==> src/rtl/srdg_pkg.sv <==
// Purpose: Shared constants and types for the SPI register datagram slave.
// Assumes: 100 MHz system clock; bus clock sampled, at most an eighth of that rate.
// Notes:   Offsets and widths are fixed; no parameters change structure.
package srdg_pkg;
  localparam int unsigned DGRAM_BITS = 40;
  localparam int unsigned DATA_BITS  = 32;
  localparam int unsigned ADDR_BITS  = 7;
  localparam int unsigned DIR_POS    = 39;
  localparam int unsigned STAT_HI    = 39;
  localparam int unsigned STAT_LO    = 32;
  localparam int unsigned ADDR_HI    = 38;
  localparam int unsigned ADDR_LO    = 32;
  localparam logic [6:0] STATUS_REG_ADDR = 7'h01;
  localparam logic [5:0] CNT_FULL    = 6'h28;
  localparam logic [7:0] STAT_RESET  = 8'h01;

  typedef struct packed {
    logic                 write;
    logic [ADDR_BITS-1:0] addr;
    logic [DATA_BITS-1:0] data;
  } srdg_cmd_type;

  typedef struct packed {
    logic [1:0] stop_left;
    logic [1:0] vel_reached;
    logic [1:0] drv_err;
  } srdg_flags_type;

  typedef enum logic [2:0] {
    SRDG_IDLE  = 3'b001,
    SRDG_SHIFT = 3'b010,
    SRDG_EXEC  = 3'b100
  } srdg_state_type;
endpackage

==> src/rtl/srdg_slave.sv <==
// Purpose: SPI mode 3 slave exchanging 40-bit register datagrams.
// Assumes: Register file is outside; read data returns combinationally from it.
// Notes:   The three SPI input pins are sampled by i_clock through two-stage synchronisers.
`timescale 1ns/1ps
// Behaviour
// - Datagram is 40 bits: address byte then 32-bit data word.
// - Bit 39 selects write (1) or read (0); seven address bits follow.
// - Reply always shifted; after a read it carries that address's content.
// - After a write the reply carries the previously received write data.
// - Read dummy data is never stored; result returns on next datagram.
// - Reply bits 39..32 carry the status byte.
// - Status byte captured at end of each access, shown next transfer.
// - Status: bit7 zero, bits6..5 left stops, bits4..3 velocity reached.
// - Status bits2..1 driver faults, bit0 reset flag; cleared by status read.
// - Data words are right aligned, two's complement where signed.
// - Chip select active low, held low for the whole transaction.
// - MSB first; sample on rising bus clock, drive after falling edge.
// - Surplus input bits reappear on serial output 40 clocks later.
// - Chip select rising edge executes the last 40 bits received.
// - Bus clock idles high between transactions.
// - Reset flag set after device reset, cleared by status register read.
module srdg_slave (
  // System
  input  wire logic                    i_clock,
  input  wire logic                    i_reset,
  // SPI pins
  input  wire logic                    i_sck,
  input  wire logic                    i_cs_n,
  input  wire logic                    i_sdi,
  output logic                         o_sdo,
  // Register side
  output logic                         o_cmd_valid,
  output srdg_pkg::srdg_cmd_type       o_cmd,
  input  wire logic [31:0]             i_read_data,
  // Status sources
  input  wire srdg_pkg::srdg_flags_type i_flags,
  output logic [7:0]                   o_global_status_flags
);
  import srdg_pkg::*;

  // ------------------------------------------------------------
  // Synchronisers
  // ------------------------------------------------------------
  logic [1:0] sck_sync;
  logic [1:0] cs_sync;
  logic [1:0] sdi_sync;
  logic       sck_prev;
  logic       cs_prev;

  always_ff @(posedge i_clock) begin
    if (i_reset) begin
      sck_sync <= 2'h3;
      cs_sync  <= 2'h3;
      sdi_sync <= 2'h0;
      sck_prev <= 1'b1;
      cs_prev  <= 1'b1;
    end else begin
      sck_sync <= {sck_sync[0], i_sck};
      cs_sync  <= {cs_sync[0], i_cs_n};
      sdi_sync <= {sdi_sync[0], i_sdi};
      sck_prev <= sck_sync[1];
      cs_prev  <= cs_sync[1];
    end
  end

  wire sck_s    = sck_sync[1];
  wire cs_s     = cs_sync[1];
  wire sdi_s    = sdi_sync[1];
  wire selected = ~cs_s;
  wire sck_rise = selected & sck_s & ~sck_prev;
  wire sck_fall = selected & ~sck_s & sck_prev;
  wire cs_rise  = cs_s & ~cs_prev;
  wire cs_fall  = ~cs_s & cs_prev;

  // ------------------------------------------------------------
  // Shift path and state
  // ------------------------------------------------------------
  srdg_state_type state;
  srdg_state_type next_state;
  logic [39:0]    shreg;
  logic [5:0]     bit_count;
  logic           last_write;
  logic [31:0]    last_wdata;
  logic [7:0]     status_latch;
  logic [7:0]     gflags;
  logic           sdo;
  logic           cmd_valid;
  srdg_cmd_type   cmd;

  // The reply is loaded at chip select fall from what the previous datagram left.
  wire [31:0] reply_data = last_write ? last_wdata : i_read_data;
  wire [39:0] reply_word = {status_latch, reply_data};
  wire        full       = (bit_count == CNT_FULL);
  wire [5:0]  count_inc  = full ? bit_count : bit_count + 6'h01;
  // Only the last 40 bits before chip select rises form the command; the
  // saturating counter only tells whether at least 40 of them arrived.
  wire        frame_done  = cs_rise & full;
  wire        status_read = cmd_valid & ~cmd.write & (cmd.addr == STATUS_REG_ADDR);
  wire [31:0] cmd_data_in = shreg[DIR_POS] ? shreg[DATA_BITS-1:0] : 32'h0000_0000;
  wire [7:0]  live_status = {1'b0, i_flags.stop_left, i_flags.vel_reached,
                             gflags[2:0]};
  // A fault in the cycle of a clearing read survives: the set wins.
  wire [1:0]  drv_err_kept = status_read ? 2'h0 : gflags[2:1];
  wire        reset_kept   = status_read ? 1'b0 : gflags[0];
  wire [7:0]  next_gflags  = {5'h00, drv_err_kept | i_flags.drv_err, reset_kept};

  always_comb begin
    next_state = state;
    case (state)
      SRDG_IDLE:  if (cs_fall) next_state = SRDG_SHIFT;
      SRDG_SHIFT: if (cs_rise) next_state = SRDG_EXEC;
      SRDG_EXEC:  next_state = SRDG_IDLE;
      default:    next_state = SRDG_IDLE;
    endcase
  end

  always_ff @(posedge i_clock) begin
    if (i_reset) begin
      state     <= SRDG_IDLE;
      shreg     <= 40'h00_0000_0000;
      bit_count <= 6'h00;
      sdo       <= 1'b1;
    end else begin
      state <= next_state;
      if (cs_fall) begin
        shreg     <= reply_word;
        bit_count <= 6'h00;
        sdo       <= reply_word[39];
      end else if (sck_rise) begin
        // One 40-bit register serves reply and delay line.
        shreg     <= {shreg[38:0], sdi_s};
        bit_count <= count_inc;
      end else if (sck_fall) begin
        sdo <= shreg[39];
      end
    end
  end

  // ------------------------------------------------------------
  // Command execution and status
  // ------------------------------------------------------------
  // A frame with fewer than 40 clocks is a host error and is dropped whole,
  // so a torn command never reaches the register side.
  always_ff @(posedge i_clock) begin
    if (i_reset) begin
      cmd_valid <= 1'b0;
      cmd       <= '0;
    end else begin
      cmd_valid <= frame_done;
      if (frame_done) begin
        cmd.write <= shreg[DIR_POS];
        cmd.addr  <= shreg[ADDR_HI:ADDR_LO];
        cmd.data  <= cmd_data_in;
      end
    end
  end

  // The echo keeps its own copy of the write word, so the register side may
  // change its read data while a write is still to be echoed.
  always_ff @(posedge i_clock) begin
    if (i_reset) begin
      last_write <= 1'b0;
      last_wdata <= 32'h0000_0000;
    end else if (frame_done) begin
      last_write <= shreg[DIR_POS];
      last_wdata <= shreg[DATA_BITS-1:0];
    end
  end

  // Driver faults are sticky until a read of the status register clears them.
  always_ff @(posedge i_clock) begin
    if (i_reset) begin
      gflags <= STAT_RESET;
    end else begin
      gflags <= next_gflags;
    end
  end

  // The byte is latched at the same edge that applies a clearing read, so it
  // still shows the flags as they stood before that read.
  always_ff @(posedge i_clock) begin
    if (i_reset) begin
      status_latch <= STAT_RESET;
    end else if (state == SRDG_EXEC) begin
      status_latch <= live_status;
    end
  end

  // Every output is a register; a read command carries zero data.
  assign o_sdo                 = sdo;
  assign o_cmd_valid           = cmd_valid;
  assign o_cmd                 = cmd;
  assign o_global_status_flags = gflags;
endmodule

==> config.mk <==
export PLATFORM = sky130hd
export DESIGN_NAME = srdg_slave
export DESIGN_NICKNAME = d
export VERILOG_FILES = /design/src/rtl/srdg_pkg.sv /design/src/rtl/srdg_slave.sv
export SDC_FILE = /design/constraint.sdc
export NUM_CORES = 1
export LEC_CHECK = 0
export ABC_AREA = 1
export BUFFER_PORTS_ARGS = -buffer_cell sky130_fd_sc_hd__buf_2
export CAP_MARGIN = 20
export CORE_MARGIN = 8
export CORE_UTILIZATION = 55
export CTS_BUF_LIST = sky130_fd_sc_hd__clkbuf_16
export DETAILED_ROUTE_END_ITERATION = 8
export PLACE_DENSITY = 0.82
export SYNTH_ARGS = -nofsm -noshare
export SYNTH_HDL_FRONTEND = slang
export SYNTH_SLANG_ARGS = --single-unit
export TNS_END_PERCENT = 5
==> constraint.sdc <==
create_clock -name i_clock -period 1.49 [get_ports i_clock]
set_input_delay 0.298 -clock i_clock [delete_from_list [all_inputs] [get_ports i_clock]]
set_output_delay 0.298 -clock i_clock [all_outputs]
set_load 0.01 [all_outputs]
* Word-level counts from Yosys, hierarchy flattened
Cells that the tools add are included.
** Word-level totals
- Bits in registers :: 146
- Input bits :: 43
- Word-level logic and storage cells :: 60
** Cells by class
- Add/subtract/negate cells :: 1
- Equal/unequal tests :: 8
- Multiplexer cells :: 11
- Bitwise logic cells :: 16
- Reductions and logical operators :: 6
** Operators by type and width (count)
- 40-bit two-way mux :: 2
- 32-bit two-way mux :: 2
- 1-bit bitwise AND :: 9
- 7-bit by 1-bit == test with 1-bit output, second input constant :: 1
- 6-bit by 1-bit adder with 6-bit output, second input constant :: 1
- 6-bit == test, second input constant :: 1
- 3-bit two-way mux :: 2
- 1-bit inverter :: 6
- 3-bit case mux with 2 select lines :: 1
- 2-bit AND reduction :: 3
- 2-bit != test, second input constant :: 2
- 2-bit nonzero test :: 2
- 3-bit by 1-bit == test with 1-bit output, second input constant :: 1
- 3-bit by 2-bit == test with 1-bit output, second input constant :: 1
- 3-bit == test, second input constant :: 1
- 1-bit two-way mux :: 3
- 2-bit two-way mux :: 1
- 2-bit by 1-bit != test with 1-bit output, second input constant :: 1
- 2-bit OR :: 1
- 2-bit OR reduction :: 1

* Longest topological paths before layout
Gate-level depths: netlist (run 1).
- Depth in word-level cells :: 6
- Gate-level depth with buffers :: 9

* Least setup slack after synthesis (run 1)
OpenSTA, ideal clock, no wires.
- Kind :: register to register
- From :: reg bit_count[0]
- To :: reg cmd, in the netlist o_cmd[10]
- Library setup time :: 70 ps
- Arrival time :: 1225 ps
- Setup slack :: 195 ps
- Cell stages (with the launch flop) :: 9
- Period minus slack after synthesis :: 1295 ps
- Cell sequence :: dfxtp_1 -> inv_1 -> ha_1 -> nand3_2 -> nor2_4 -> buf_6 -> buf_6 -> nand3b_1 -> a21oi_1
** Between the ends
- Word-level cells in the longest chain between the ends :: 2
** RTL lines
- start: declaration :: line srdg_slave.sv:81 : logic [5:0] bit_count;
- start signal: assignment :: line srdg_slave.sv:132 : bit_count <= count_inc;
- 6-bit == test :: line srdg_slave.sv:93 : wire full = (bit_count == CNT_FULL);
- 1-bit bitwise AND :: line srdg_slave.sv:97 : wire frame_done = cs_rise & full;
- end: declaration :: line srdg_slave.sv:88 : srdg_cmd_type cmd;
Every way passes these cells.
A chain may end at the register's enable or synchronous reset.

* Worst setup path in the final report (run 1)
- From :: reg bit_count[1]
- To :: reg last_wdata[4]
** Between the ends
- Word-level cells in the longest chain between the ends :: 2
** RTL lines
- 6-bit == test :: line srdg_slave.sv:93
- 1-bit bitwise AND :: line srdg_slave.sv:97
- end signal: assignment :: line srdg_slave.sv:166 : last_wdata <= shreg[DATA_BITS-1:0];
- end: declaration :: line srdg_slave.sv:83 : logic [31:0] last_wdata;
Every way passes these cells.

==> results of run 1 <==
==> stage by stage <==
step                      TNS, ns  setup WS, ns
after CTS                       0        0.0116
after floorplan                 0         0.195
after global routing        -2.20       -0.0967
final                     -0.0637       -0.0418
after global placement          0        0.0536
after detailed placement  -0.0376       -0.0124
==> flip-flops by register name, summed over array words and instances, names as in the netlist <==
name / count
last_wdata: 32
cs_sync: 2
sck_sync: 2
o_cmd_valid: 1
o_cmd: 39
status_latch: 7
o_sdo: 1
shreg: 40
last_write: 1
sdi_sync: 2
state: 3
o_global_status_flags: 3
sck_prev: 1
bit_count: 6
cs_prev: 1
==> critical path: cells and delay by family, from the launching register on <==
kind,cells,cell delay (ns)
AO/OA/AOI/OAI,1,0.08
flip-flops,1,0.32
adder cells (fa/ha/maj),1,0.15
AND/OR/NAND/NOR,4,0.45
buffers and inverters,3,0.41
==> how the worst max path moves through the flow <==
stage	start	end	slack, ns	depth (start not counted)
floorplan	bit_count[0]	o_cmd[10]	0.19	8
CTS	last_write	o_cmd[39]	0.01	2
global route	bit_count[0]	last_wdata[4]	-0.1	9
detailed placement	bit_count[0]	o_cmd[12]	-0.01	7
global placement	bit_count[0]	o_cmd[26]	0.05	7
finish	bit_count[1]	last_wdata[4]	-0.04	9
==> area by class of cell <==
type	count	share of cell area
clock buffer	17	0.0542
clock inverter	15	0.0137
inverter	59	0.0282
multi-input combinational	629	0.385
sequential	141	0.360
tap	143	0.0228
timing repair buffer	136	0.136
==> cells in the mapped netlist <==
master	number
a21oi_1	87
buf_2	22
buf_4	13
buf_6	11
clkbuf_1	24
clkinv_1	1
conb_1	1
dfxtp_1	141
ha_1	2
inv_1	54
inv_2	4
nand2_1	233
nand2_2	2
nand3_1	113
nand3_2	2
nand3b_1	32
nand4_1	3
nor2_1	90
nor2_2	1
nor2_4	2
nor3_1	4
nor4_1	1
o21ai_0	36
o21ai_1	9
or2_2	5
xor2_1	1
==> kinds of logic (layout without fill, tap and decap cells) <==
group                    after synthesis  in the layout
AO/OA/AOI/OAI                        132            132
flip-flops                           141            141
AND/OR/NAND/NOR                      488            489
XOR/XNOR                               1              1
buffers and inverters                129            227
adder cells (fa/ha/maj)                2              2
other                                  1              5
==> timing repair <==
item / 4_1_cts / 5_1_grt
setup endpoints to repair: 10 / 108
gates cloned: 0 / 10
pin swaps: 0 / 5
setup buffers: 0 / 5
gates resized for setup: 2 / 40
==> routing by layer <==
layer  up-vias  GRT usage  routed length (um)
met4         0     0.0752                 434
met2       307      0.348                8480
li1       3053          -                   -
met1      2935      0.257                7230
met3        39     0.0557                1660
met5         -          0                   0
==> where the power goes <==
| part | switching, uW | leakage [uW] | total [uW] | internal (uW) |
|---|---|---|---|---|
| clock | 1600 | 0.000260 | 3850 | 2250 |
| combinational | 266 | 0.00202 | 424 | 159 |
| sequential | 54.5 | 0.00114 | 3880 | 3830 |
==> summary.txt, run 1 <==
Floorplanning
  • Core Region: 11300 um^2
  • Die Height: 123 um
  • Die Area: 15200 um^2
  • Die Wd: 123 um
  • Starting Density: 0.558
  • I/O pin cnt: 93
  • Core Rows: 39

Timing
  • Final max-slew violation count: 0
  • Final Hold Vio Count: 0
  • Final worst slack: -0.0418 ns
  • Achievable Freq: 653 MHz
  • Setup-failing EPs final: 3
  • Fin Clk Skew: 0.00979 ns
  • Hold slack final: 0.0667 ns
  • RSZ-0062 raised after global routing: yes
  • Tcrit/Tclk final: 1.03
  • Period minus WS final: 1.53 ns

Cells and area
  • Final core occ: 0.693
  • Filler cells: 878
  • Highest-count cells in the layout ignoring fill and taps: nand2_1 (217), dfxtp_1 (139), nand3_1 (113)
  • Area delta synth->final: 24.2%
  • Area occupied by multi-input gates: 3020 um^2
  • Nets: 1029
  • Antenna cells: 0
  • Register area: 2830 um^2
  • Commonest non-fill, non-tap cell in the layout: nand2_1
  • Cell area after layout: 7850 um^2
  • Non-Filler Instances: ~1100
  • Layout cell share with drive strength beyond 1: 0.212

Synthesis
  • Post-Synthesis Cell Area: 6320 um^2
  • Post-synthesis mux area share: 0
  • Post-synthesis compound-gate area fraction: 0.105
  • Post-synthesis sequential area ratio: 0.447
  • Count of different cell masters after synthesis: 26
  • Synth Area in Adders: 0.00396
  • Yosys top cell by area: dfxtp_1
  • Syn Area/Cell: 7.07 um^2
  • Post-Synth Simple-Gate Area: 0.341
  • Largest family of logic cells by synthesized area: simple AND/OR/NAND/NOR gates
  • Area contributors post-synth: dfxtp_1 (45%), nand2_1 (14%), nand3_1 (8.9%)
  • YS warnings: 0
  • Yosys top cell area share: 0.447
  • Seq cells post-synth: between 100 and 150
  • Gate Count Post-Synth: 894
  • XOR/XNOR Fraction of Synth Area: 0.00139

Placement
  • Cell Area, Placed: ~6900 um^2
  • Post-Place Cells: roughly 1100
  • DP Wirelength: between 10000 and 15000 um
  • Final Wtd Congestion: 0.849
  • PortBufs: 87

Setup path
  • Setup CP Type: reg -> reg
  • Crit path capture type: register
  • Critical Path Source Type: register
  • CP Data Required Time: 1.77 ns
  • Slowest Stage Delay on Critical Path: 0.32 ns
  • Worst path cell trace: inv_2, ha_4, nand3_4, nor2_4, buf_12, nand2_8, clkbuf_16, nand2_1, a21oi_1
  • Critical Path Slowest Stage Cell: dfxtp_2
  • R2R cell count: 9
  • R2r setup slk: -0.04 ns
  • Worst R2R Start: bit_count[1]
  • CP arrival: 1.81 ns
  • Peak fanout along the critical path: 7
  • Reg-to-reg endpoint: last_wdata[4]

Detailed routing
  • Vias: 6334
  • Wire per inst: 15.6 um
  • Iter 0 DRT Violations: 752
  • Post-DR vias/cell: 5.56
  • First drt pass iteration count: 5
  • Antenna viol nets, final: 0
  • DRC Markers: 0
  • Routed WL: around 18000 um

Clock tree
  • Clk root buf: clkbuf_16
  • Clk pin slew, worst setup/hold paths: 0.06 ns
  • Clock tree buffer depth: 2
  • Clock sink count: 141
  • Total number of H-tree levels: 4
  • CTS Hold Bufs: 0
  • CTS buffer count: 17
  • CTS tree: yes
  • Clock Latency Late Sink: 0.42 ns

Global routing
  • GRT Util Overall: 0.210
  • GRT overflow: 0
  • Global-route wire length before repair: ~26000 um
  • Initial antenna violation count: 0
  • Vias in the first global route: 5737
  • Largest net degree at the start of global routing: 93

Power and ir drop
  • Maximum VDD drop: 0.000641 V
  • Leak: 0.00342 uW
  • Pwr Total: 8160 uW
  • Power Dens Cells: 1040 nW/um^2

Flow run
  • Max-cap violations: 0

Status
  • Status: finished, violations left
  • Failing checks: setup timing

Worst hold path
  • Hold path endpoint: sck_sync[0]
  • WHS Path Cells: 2
  • Worst hold path type: in -> reg
  • Worst Hold Launch: i_sck
No activity file was read; power rests on OpenSTA's default activity.
==> run 2: changes to the inputs <==
==> constraint.sdc (replaced) <==
create_clock -name i_clock -period 1.94 [get_ports i_clock]
set_input_delay 0.388 -clock i_clock [delete_from_list [all_inputs] [get_ports i_clock]]
set_output_delay 0.388 -clock i_clock [all_outputs]
set_load 0.01 [all_outputs]
==> run 2 against run 1 <==
- sequential share of layout area grew 2.8 points
- core utilization fell by 5.0 points
- wire length fell by 12%
- first-iteration DRC count fell by 9.6%
- via count down 5.8%
- clock power decreased by 21%
- critical endpoint is now o_cmd[39]
- power down 22%
- the run now ends clean
- highest routed layer unchanged
- non-clock buffer count shrank 28
==> summary.txt, run 2 (synthesized netlist as in run 1, its figures left out) <==
Setup path
  • R2R cell count: 5 (-4)
  • CP Data Required Time: 1.55 ns (-0.22 ns)
  • Setup CP Type: reg -> out
  • Critical Path Source Type: register
  • R2r setup slk: 0.32 ns (+0.36 ns)
  • Worst R2R Start: last_write
  • CP arrival: 1.33 ns (-0.48 ns)
  • Crit path capture type: primary output
  • Peak fanout along the critical path: 35 (+28)
  • Reg-to-reg endpoint: shreg[11]

Clock tree
  • CTS tree: yes
  • Post-CTS Repair Setup Buffers: 0 (unchanged)
  • Clock Latency Late Sink: 0.41 ns (about the same)
  • Post-CTS Resized: 0 (-2)
  • Clock tree buffer depth: 2 (unchanged)
  • CTS buffer count: 17 (unchanged)
  • CTS Hold Bufs: 0 (unchanged)
  • Total number of H-tree levels: 4 (unchanged)
  • Clk pin slew, worst setup/hold paths: 0.06 ns (about the same)
  • Clock sink count: 141 (unchanged)
  • Clk root buf: clkbuf_16

Timing
  • Sum Neg Setup Slack: 0 ns (+0.0637 ns)
  • Slew HR: 0.321
  • Final max-slew violation count: 0 (unchanged)
  • Final Hold Vio Count: 0 (unchanged)
  • Worst Tran Pin Value: just over 1 ns
  • Tcrit/Tclk final: 0.884
  • Achievable Freq: 583 MHz
  • RSZ-0062 raised after global routing: no
  • Setup-failing EPs final: 0 (-3)
  • Fin Clk Skew: 0.00672 ns (-0.00306 ns)
  • Period minus WS final: 1.71 ns

Worst hold path
  • Worst Hold Launch: i_cs_n
  • Hold path endpoint: cs_sync[0]
  • WHS Path Cells: 2 (unchanged)
  • Worst hold path type: in -> reg

Placement
  • DP Wirelength: 9850 um (-2.2%)
  • Post-Place Cells: 1079 (-1.3%)
  • Final Wtd Congestion: 0.879 (+3.6%)
  • PortBufs: 87 (unchanged)
  • Cell Area, Placed: 6730 um^2 (-2.8%)

Detailed routing
  • Vias: 5965 (-5.8%)
  • Iter 0 DRT Violations: 680 (-9.6%)
  • First drt pass iteration count: 6 (+1)
  • Post-DR vias/cell: 5.37 (-3.3%)
  • DRC Markers: 0 (unchanged)
  • Antenna viol nets, final: 0 (unchanged)
  • Routed WL: 15600 um (-12%)
  • Wire per inst: 14.0 um (-10%)

Floorplanning
  • Starting Density: 0.558 (unchanged)
  • Core Rows: 39 (unchanged)
  • Die Wd: 123 um (unchanged)
  • I/O pin cnt: 93 (unchanged)
  • Die Area: 15200 um^2 (unchanged)
  • Die Height: 123 um (unchanged)
  • Core Region: 11300 um^2 (unchanged)

Cells and area
  • Final core occ: 0.643 (-0.0502)
  • Number of flip-flops in the largest register: 40 (unchanged)
  • Filler cells: 1013 (+15%)
  • Cell area after layout: 7280 um^2 (-7.2%)
  • Commonest non-fill, non-tap cell in the layout: nand2_1
  • Highest-count cells in the layout ignoring fill and taps: nand2_1 (232), dfxtp_1 (141), nand3_1 (113)
  • Biggest register: shreg
  • Non-Filler Instances: 1110 (-2.6%)
  • Antenna cells: 0 (unchanged)
  • Nets: 1000 (-2.8%)
  • Register area: 2820 um^2 (about the same)
  • Area delta synth->final: 15.2%
  • Layout cell share with drive strength beyond 1: 0.156 (-0.0555)
  • Area occupied by multi-input gates: 2870 um^2 (-5.0%)

Flow run
  • Max-cap violations: 0 (unchanged)

Global routing
  • GRT Util Overall: 0.207 (-0.00262)
  • Vias in the first global route: 5640 (-1.7%)
  • Largest net degree at the start of global routing: 56 (-40%)
  • Global-route wire length before repair: 25700 um (-2.1%)
  • Initial antenna violation count: 0 (unchanged)
  • GRT overflow: 0 (unchanged)

Power and ir drop
  • Power Dens Cells: 870 nW/um^2 (-16%)
  • Maximum VDD drop: 0.000469 V (-27%)
  • Leak: 0.00319 uW (-6.8%)

Status
  • Status: finished clean
[run 2: cell types whose count changed in the layout (fill, tap and decap cells not counted), moves of 3 or more]
cell       delta
clkinv_4      +3
a21oi_2       -9
buf_4         -9
clkbuf_16     -5
nand2_1      +15
a21oi_1       +9
buf_6         -4
buf_12       -10
nand2_2      -12
[run 2: worst max-delay path by stage]
stage / start / endpoint / slack (ns) / depth (start not counted)
finish: last_write / o_cmd[39] / 0.23 / 2
global route: last_write / o_cmd[39] / 0.17 / 2
detailed placement: bit_count[0] / o_cmd[25] / 0.34 / 8
global placement: bit_count[0] / o_cmd[19] / 0.40 / 7
floorplan: bit_count[0] / o_cmd[10] / 0.64 / 8
CTS: last_write / o_cmd[39] / 0.22 / 2
[run 2: where the power goes]
group          switching, uW  internal (uW)
registers               39.4           2940
logic                    189            109
clock network           1200           1860
total                   1420           4910
[run 2: layout make-up]
| cell class | instances | share of cell area |
|---|---|---|
| flip-flops and latches | 141 | 0.388 |
| repair buffers | 108 | 0.0866 |
| clock inverters | 14 | 0.0179 |
| clock buffers | 17 | 0.0584 |
| multi-input cells | 628 | 0.394 |
| inverters | 59 | 0.0304 |
| well taps | 143 | 0.0246 |
[run 2: metal layers]
layer	routed length, um	up-vias	track usage
li1	-	2992	-
met1	6850	2713	0.262
met2	7300	247	0.334
met3	1280	13	0.0543
met4	146	0	0.0722
met5	0	-	0
[run 2: worst max-delay path: stages (launching register included)]
cell	delay [ns]
dfxtp_1	0.33
buf_4	0.37
buf_2	0.21
[run 2: per-stage QoR]
stage	hold slack (ns)	power, uW	setup slack [ns]
2_1_floorplan	0.388	3240	0.645
3_3_place_gp	0.399	3330	0.397
3_5_place_dp	0.401	3340	0.337
4_1_cts	0.136	6370	0.215
5_1_grt	0.148	6540	0.167
6_report	0.153	6330	0.226
==> run 3: changes to the inputs <==
--- a/config.mk
+++ b/config.mk
@@ -13,6 +13,7 @@
 export CTS_BUF_LIST = sky130_fd_sc_hd__clkbuf_16
 export DETAILED_ROUTE_END_ITERATION = 8
 export PLACE_DENSITY = 0.82
+export REMOVE_ABC_BUFFERS = 1
 export SYNTH_ARGS = -nofsm -noshare
 export SYNTH_HDL_FRONTEND = slang
 export SYNTH_SLANG_ARGS = --single-unit
==> run 3 against run 2 <==
- sequential power about the same
- wire length up 2.6%
- via count up 1.2%
- critical path depth unchanged
- clock skew about the same
- core utilization up 0.51 points
- worst setup slack better by 0.053 ns
- cell area up 0.79%
- register-to-register slack about the same
- global-route usage up 0.63 points
==> summary.txt, run 3 (synthesized netlist as in run 1, its figures left out) <==
Status
  • Status: finished clean

Clock tree
  • Post-CTS Resized: 0 (unchanged)
  • Post-CTS Repair Setup Buffers: 0 (unchanged)
  • Clk pin slew, worst setup/hold paths: 0.06 ns (about the same)
  • CTS buffer count: 17 (unchanged)
  • Clk root buf: clkbuf_16
  • CTS tree: yes
  • Clock sink count: 141 (unchanged)
  • Clock Latency Late Sink: 0.41 ns (about the same)
  • Clock tree buffer depth: 2 (unchanged)
  • Total number of H-tree levels: 4 (unchanged)
  • CTS Hold Bufs: 0 (unchanged)

Power and ir drop
  • Maximum VDD drop: 0.000844 V (+80%)
  • Pwr Total: 6350 uW (+0.24%)
  • Power Dens Cells: 865 nW/um^2 (-0.54%)
  • Leak: 0.00323 uW (+1.1%)

Floorplanning
  • Die Wd: 123 um (unchanged)
  • I/O pin cnt: 93 (unchanged)
  • Core Region: 11300 um^2 (unchanged)
  • Starting Density: 0.558 (unchanged)
  • Die Height: 123 um (unchanged)
  • Die Area: 15200 um^2 (unchanged)
  • Core Rows: 39 (unchanged)

Setup path
  • Worst path cell trace: buf_4, buf_2
  • R2R cell count: 8 (+3)
  • Crit path capture type: primary output
  • Delay-heaviest family, CP: buffers and inverters
  • CP arrival: 1.27 ns (-0.06 ns)
  • Slowest Stage Delay on Critical Path: 0.35 ns (-0.02 ns)
  • Reg-to-reg endpoint: last_wdata[21]
  • CP bufs+invs: 2 (unchanged)
  • Peak fanout along the critical path: 24 (-31%)
  • CP Data Required Time: 1.55 ns (about the same)
  • Worst R2R Start: bit_count[0]
  • Setup CP Type: reg -> out
  • Critical Path Source Type: register
  • CP Depth: 2 (unchanged)
  • Critical Path Slowest Stage Cell: dfxtp_1
  • CP endpoint: o_cmd[39]
  • Worst Setup SP: last_write
  • R2r setup slk: 0.31 ns (about the same)

Cells and area
  • Cell area after layout: 7340 um^2 (+0.79%)
  • Biggest register: shreg
  • Filler cells: 1033 (+2.0%)
  • Commonest non-fill, non-tap cell in the layout: nand2_1
  • Number of flip-flops in the largest register: 40 (unchanged)
  • Non-Filler Instances: 1117 (+0.63%)
  • Area delta synth->final: 16.1%
  • Highest-count cells in the layout ignoring fill and taps: nand2_1 (232), dfxtp_1 (141), nand3_1 (113)
  • Layout cell share with drive strength beyond 1: 0.161 (+0.00504)
  • Antenna cells: 0 (unchanged)
  • Nets: 1006 (+0.60%)

Detailed routing
  • Vias: 6035 (+1.2%)
  • Antenna viol nets, final: 0 (unchanged)
  • Iter 0 DRT Violations: 566 (-17%)
  • Wire per inst: 14.3 um (+1.9%)
  • Routed WL: 16000 um (+2.6%)
  • First drt pass iteration count: 5 (-1)
  • DRC Markers: 0 (unchanged)
  • Post-DR vias/cell: 5.40 (+0.54%)

Timing
  • Achievable Freq: 602 MHz (+3.2%)
  • Final worst slack: 0.279 ns (+0.0533 ns)
  • RSZ-0062 raised after global routing: no
  • Setup-failing EPs final: 0 (unchanged)
  • Final Hold Vio Count: 0 (unchanged)
  • Final max-slew violation count: 0 (unchanged)
  • Fin Clk Skew: 0.00713 ns (+0.000405 ns)
  • Tcrit/Tclk final: 0.856 (-0.0275)
  • Hold slack final: 0.161 ns (+0.00766 ns)
  • Period minus WS final: 1.66 ns (-0.0533 ns)

Global routing
  • GRT overflow: 0 (unchanged)
  • GRT Util Overall: 0.213 (+0.00633)
  • Initial antenna violation count: 0 (unchanged)
  • Global-route wire length before repair: 26500 um (+3.1%)
  • Largest net degree at the start of global routing: 50 (-11%)
  • Vias in the first global route: 5693 (+0.94%)

Worst hold path
  • WHS Path Cells: 2 (unchanged)
  • Worst hold path type: in -> reg

Placement
  • PortBufs: 87 (unchanged)
  • Final Wtd Congestion: 0.837 (-4.8%)
  • Post-Place Cells: 1085 (+0.56%)
  • Dpl ws: 0.411 ns (+0.0737 ns)
  • Cell Area, Placed: 6780 um^2 (+0.86%)
  • DP Wirelength: 9990 um (+1.4%)

Flow run
  • Max-cap violations: 0 (unchanged)
run 3: changes by cell type in the layout (fill, tap and decap cells not counted):
cell,previous run,this run
clkinv_4,3,1
clkinv_2,2,3
inv_6,0,1
buf_4,18,23
clkinv_1,5,6
buf_12,3,4
run 3: power breakdown:
group	switching [uW]	total, uW	internal (uW)
logic	195	309	115
registers	38.8	2980	2940
clock network	1200	3060	1860
run 3: worst register-to-register path: cells and delay by family (launching register included):
kind                     cells  cell delay (ns)
flip-flops                   1             0.41
AO/OA/AOI/OAI                1             0.15
adder cells (fa/ha/maj)      1             0.24
AND/OR/NAND/NOR              4             0.34
buffers and inverters        2             0.42
run 3: through the flow:
step,TNS [ns],utilization
after floorplan,-63.66,-
after global placement,0,0.599
after detailed placement,0,0.599
after CTS,0,0.648
after global routing,0,0.648
final,0,0.648
run 3: cell type report:
| type | count | area [um^2] | share of cell area |
|---|---|---|---|
| repair buffers | 114 | 688 | 0.0938 |
| inverters | 59 | 221 | 0.0302 |
| multi-input cells | 628 | 2870 | 0.391 |
| clock buffers | 17 | 425 | 0.0580 |
| clock inverters | 15 | 130 | 0.0177 |
| well taps | 143 | 179 | 0.0244 |
| flip-flops and latches | 141 | 2820 | 0.385 |
run 3: metal layers:
layer  track usage  wire (um)  vias up
met5             0          0        -
met4        0.0798        291        0
met3        0.0534       1120       22
met2         0.345       7530      203
met1         0.269       7030     2805
li1              -          -     3005
run 3: worst min path at each step:
stage,start,end
2_1_floorplan,sdi_sync[0],sdi_sync[1]
3_3_place_gp,cs_sync[0],cs_sync[1]
4_1_cts,i_sck,sck_sync[0]
5_1_grt,i_sck,sck_sync[0]
3_5_place_dp,sck_sync[0],sck_sync[1]
6_report,i_sck,sck_sync[0]
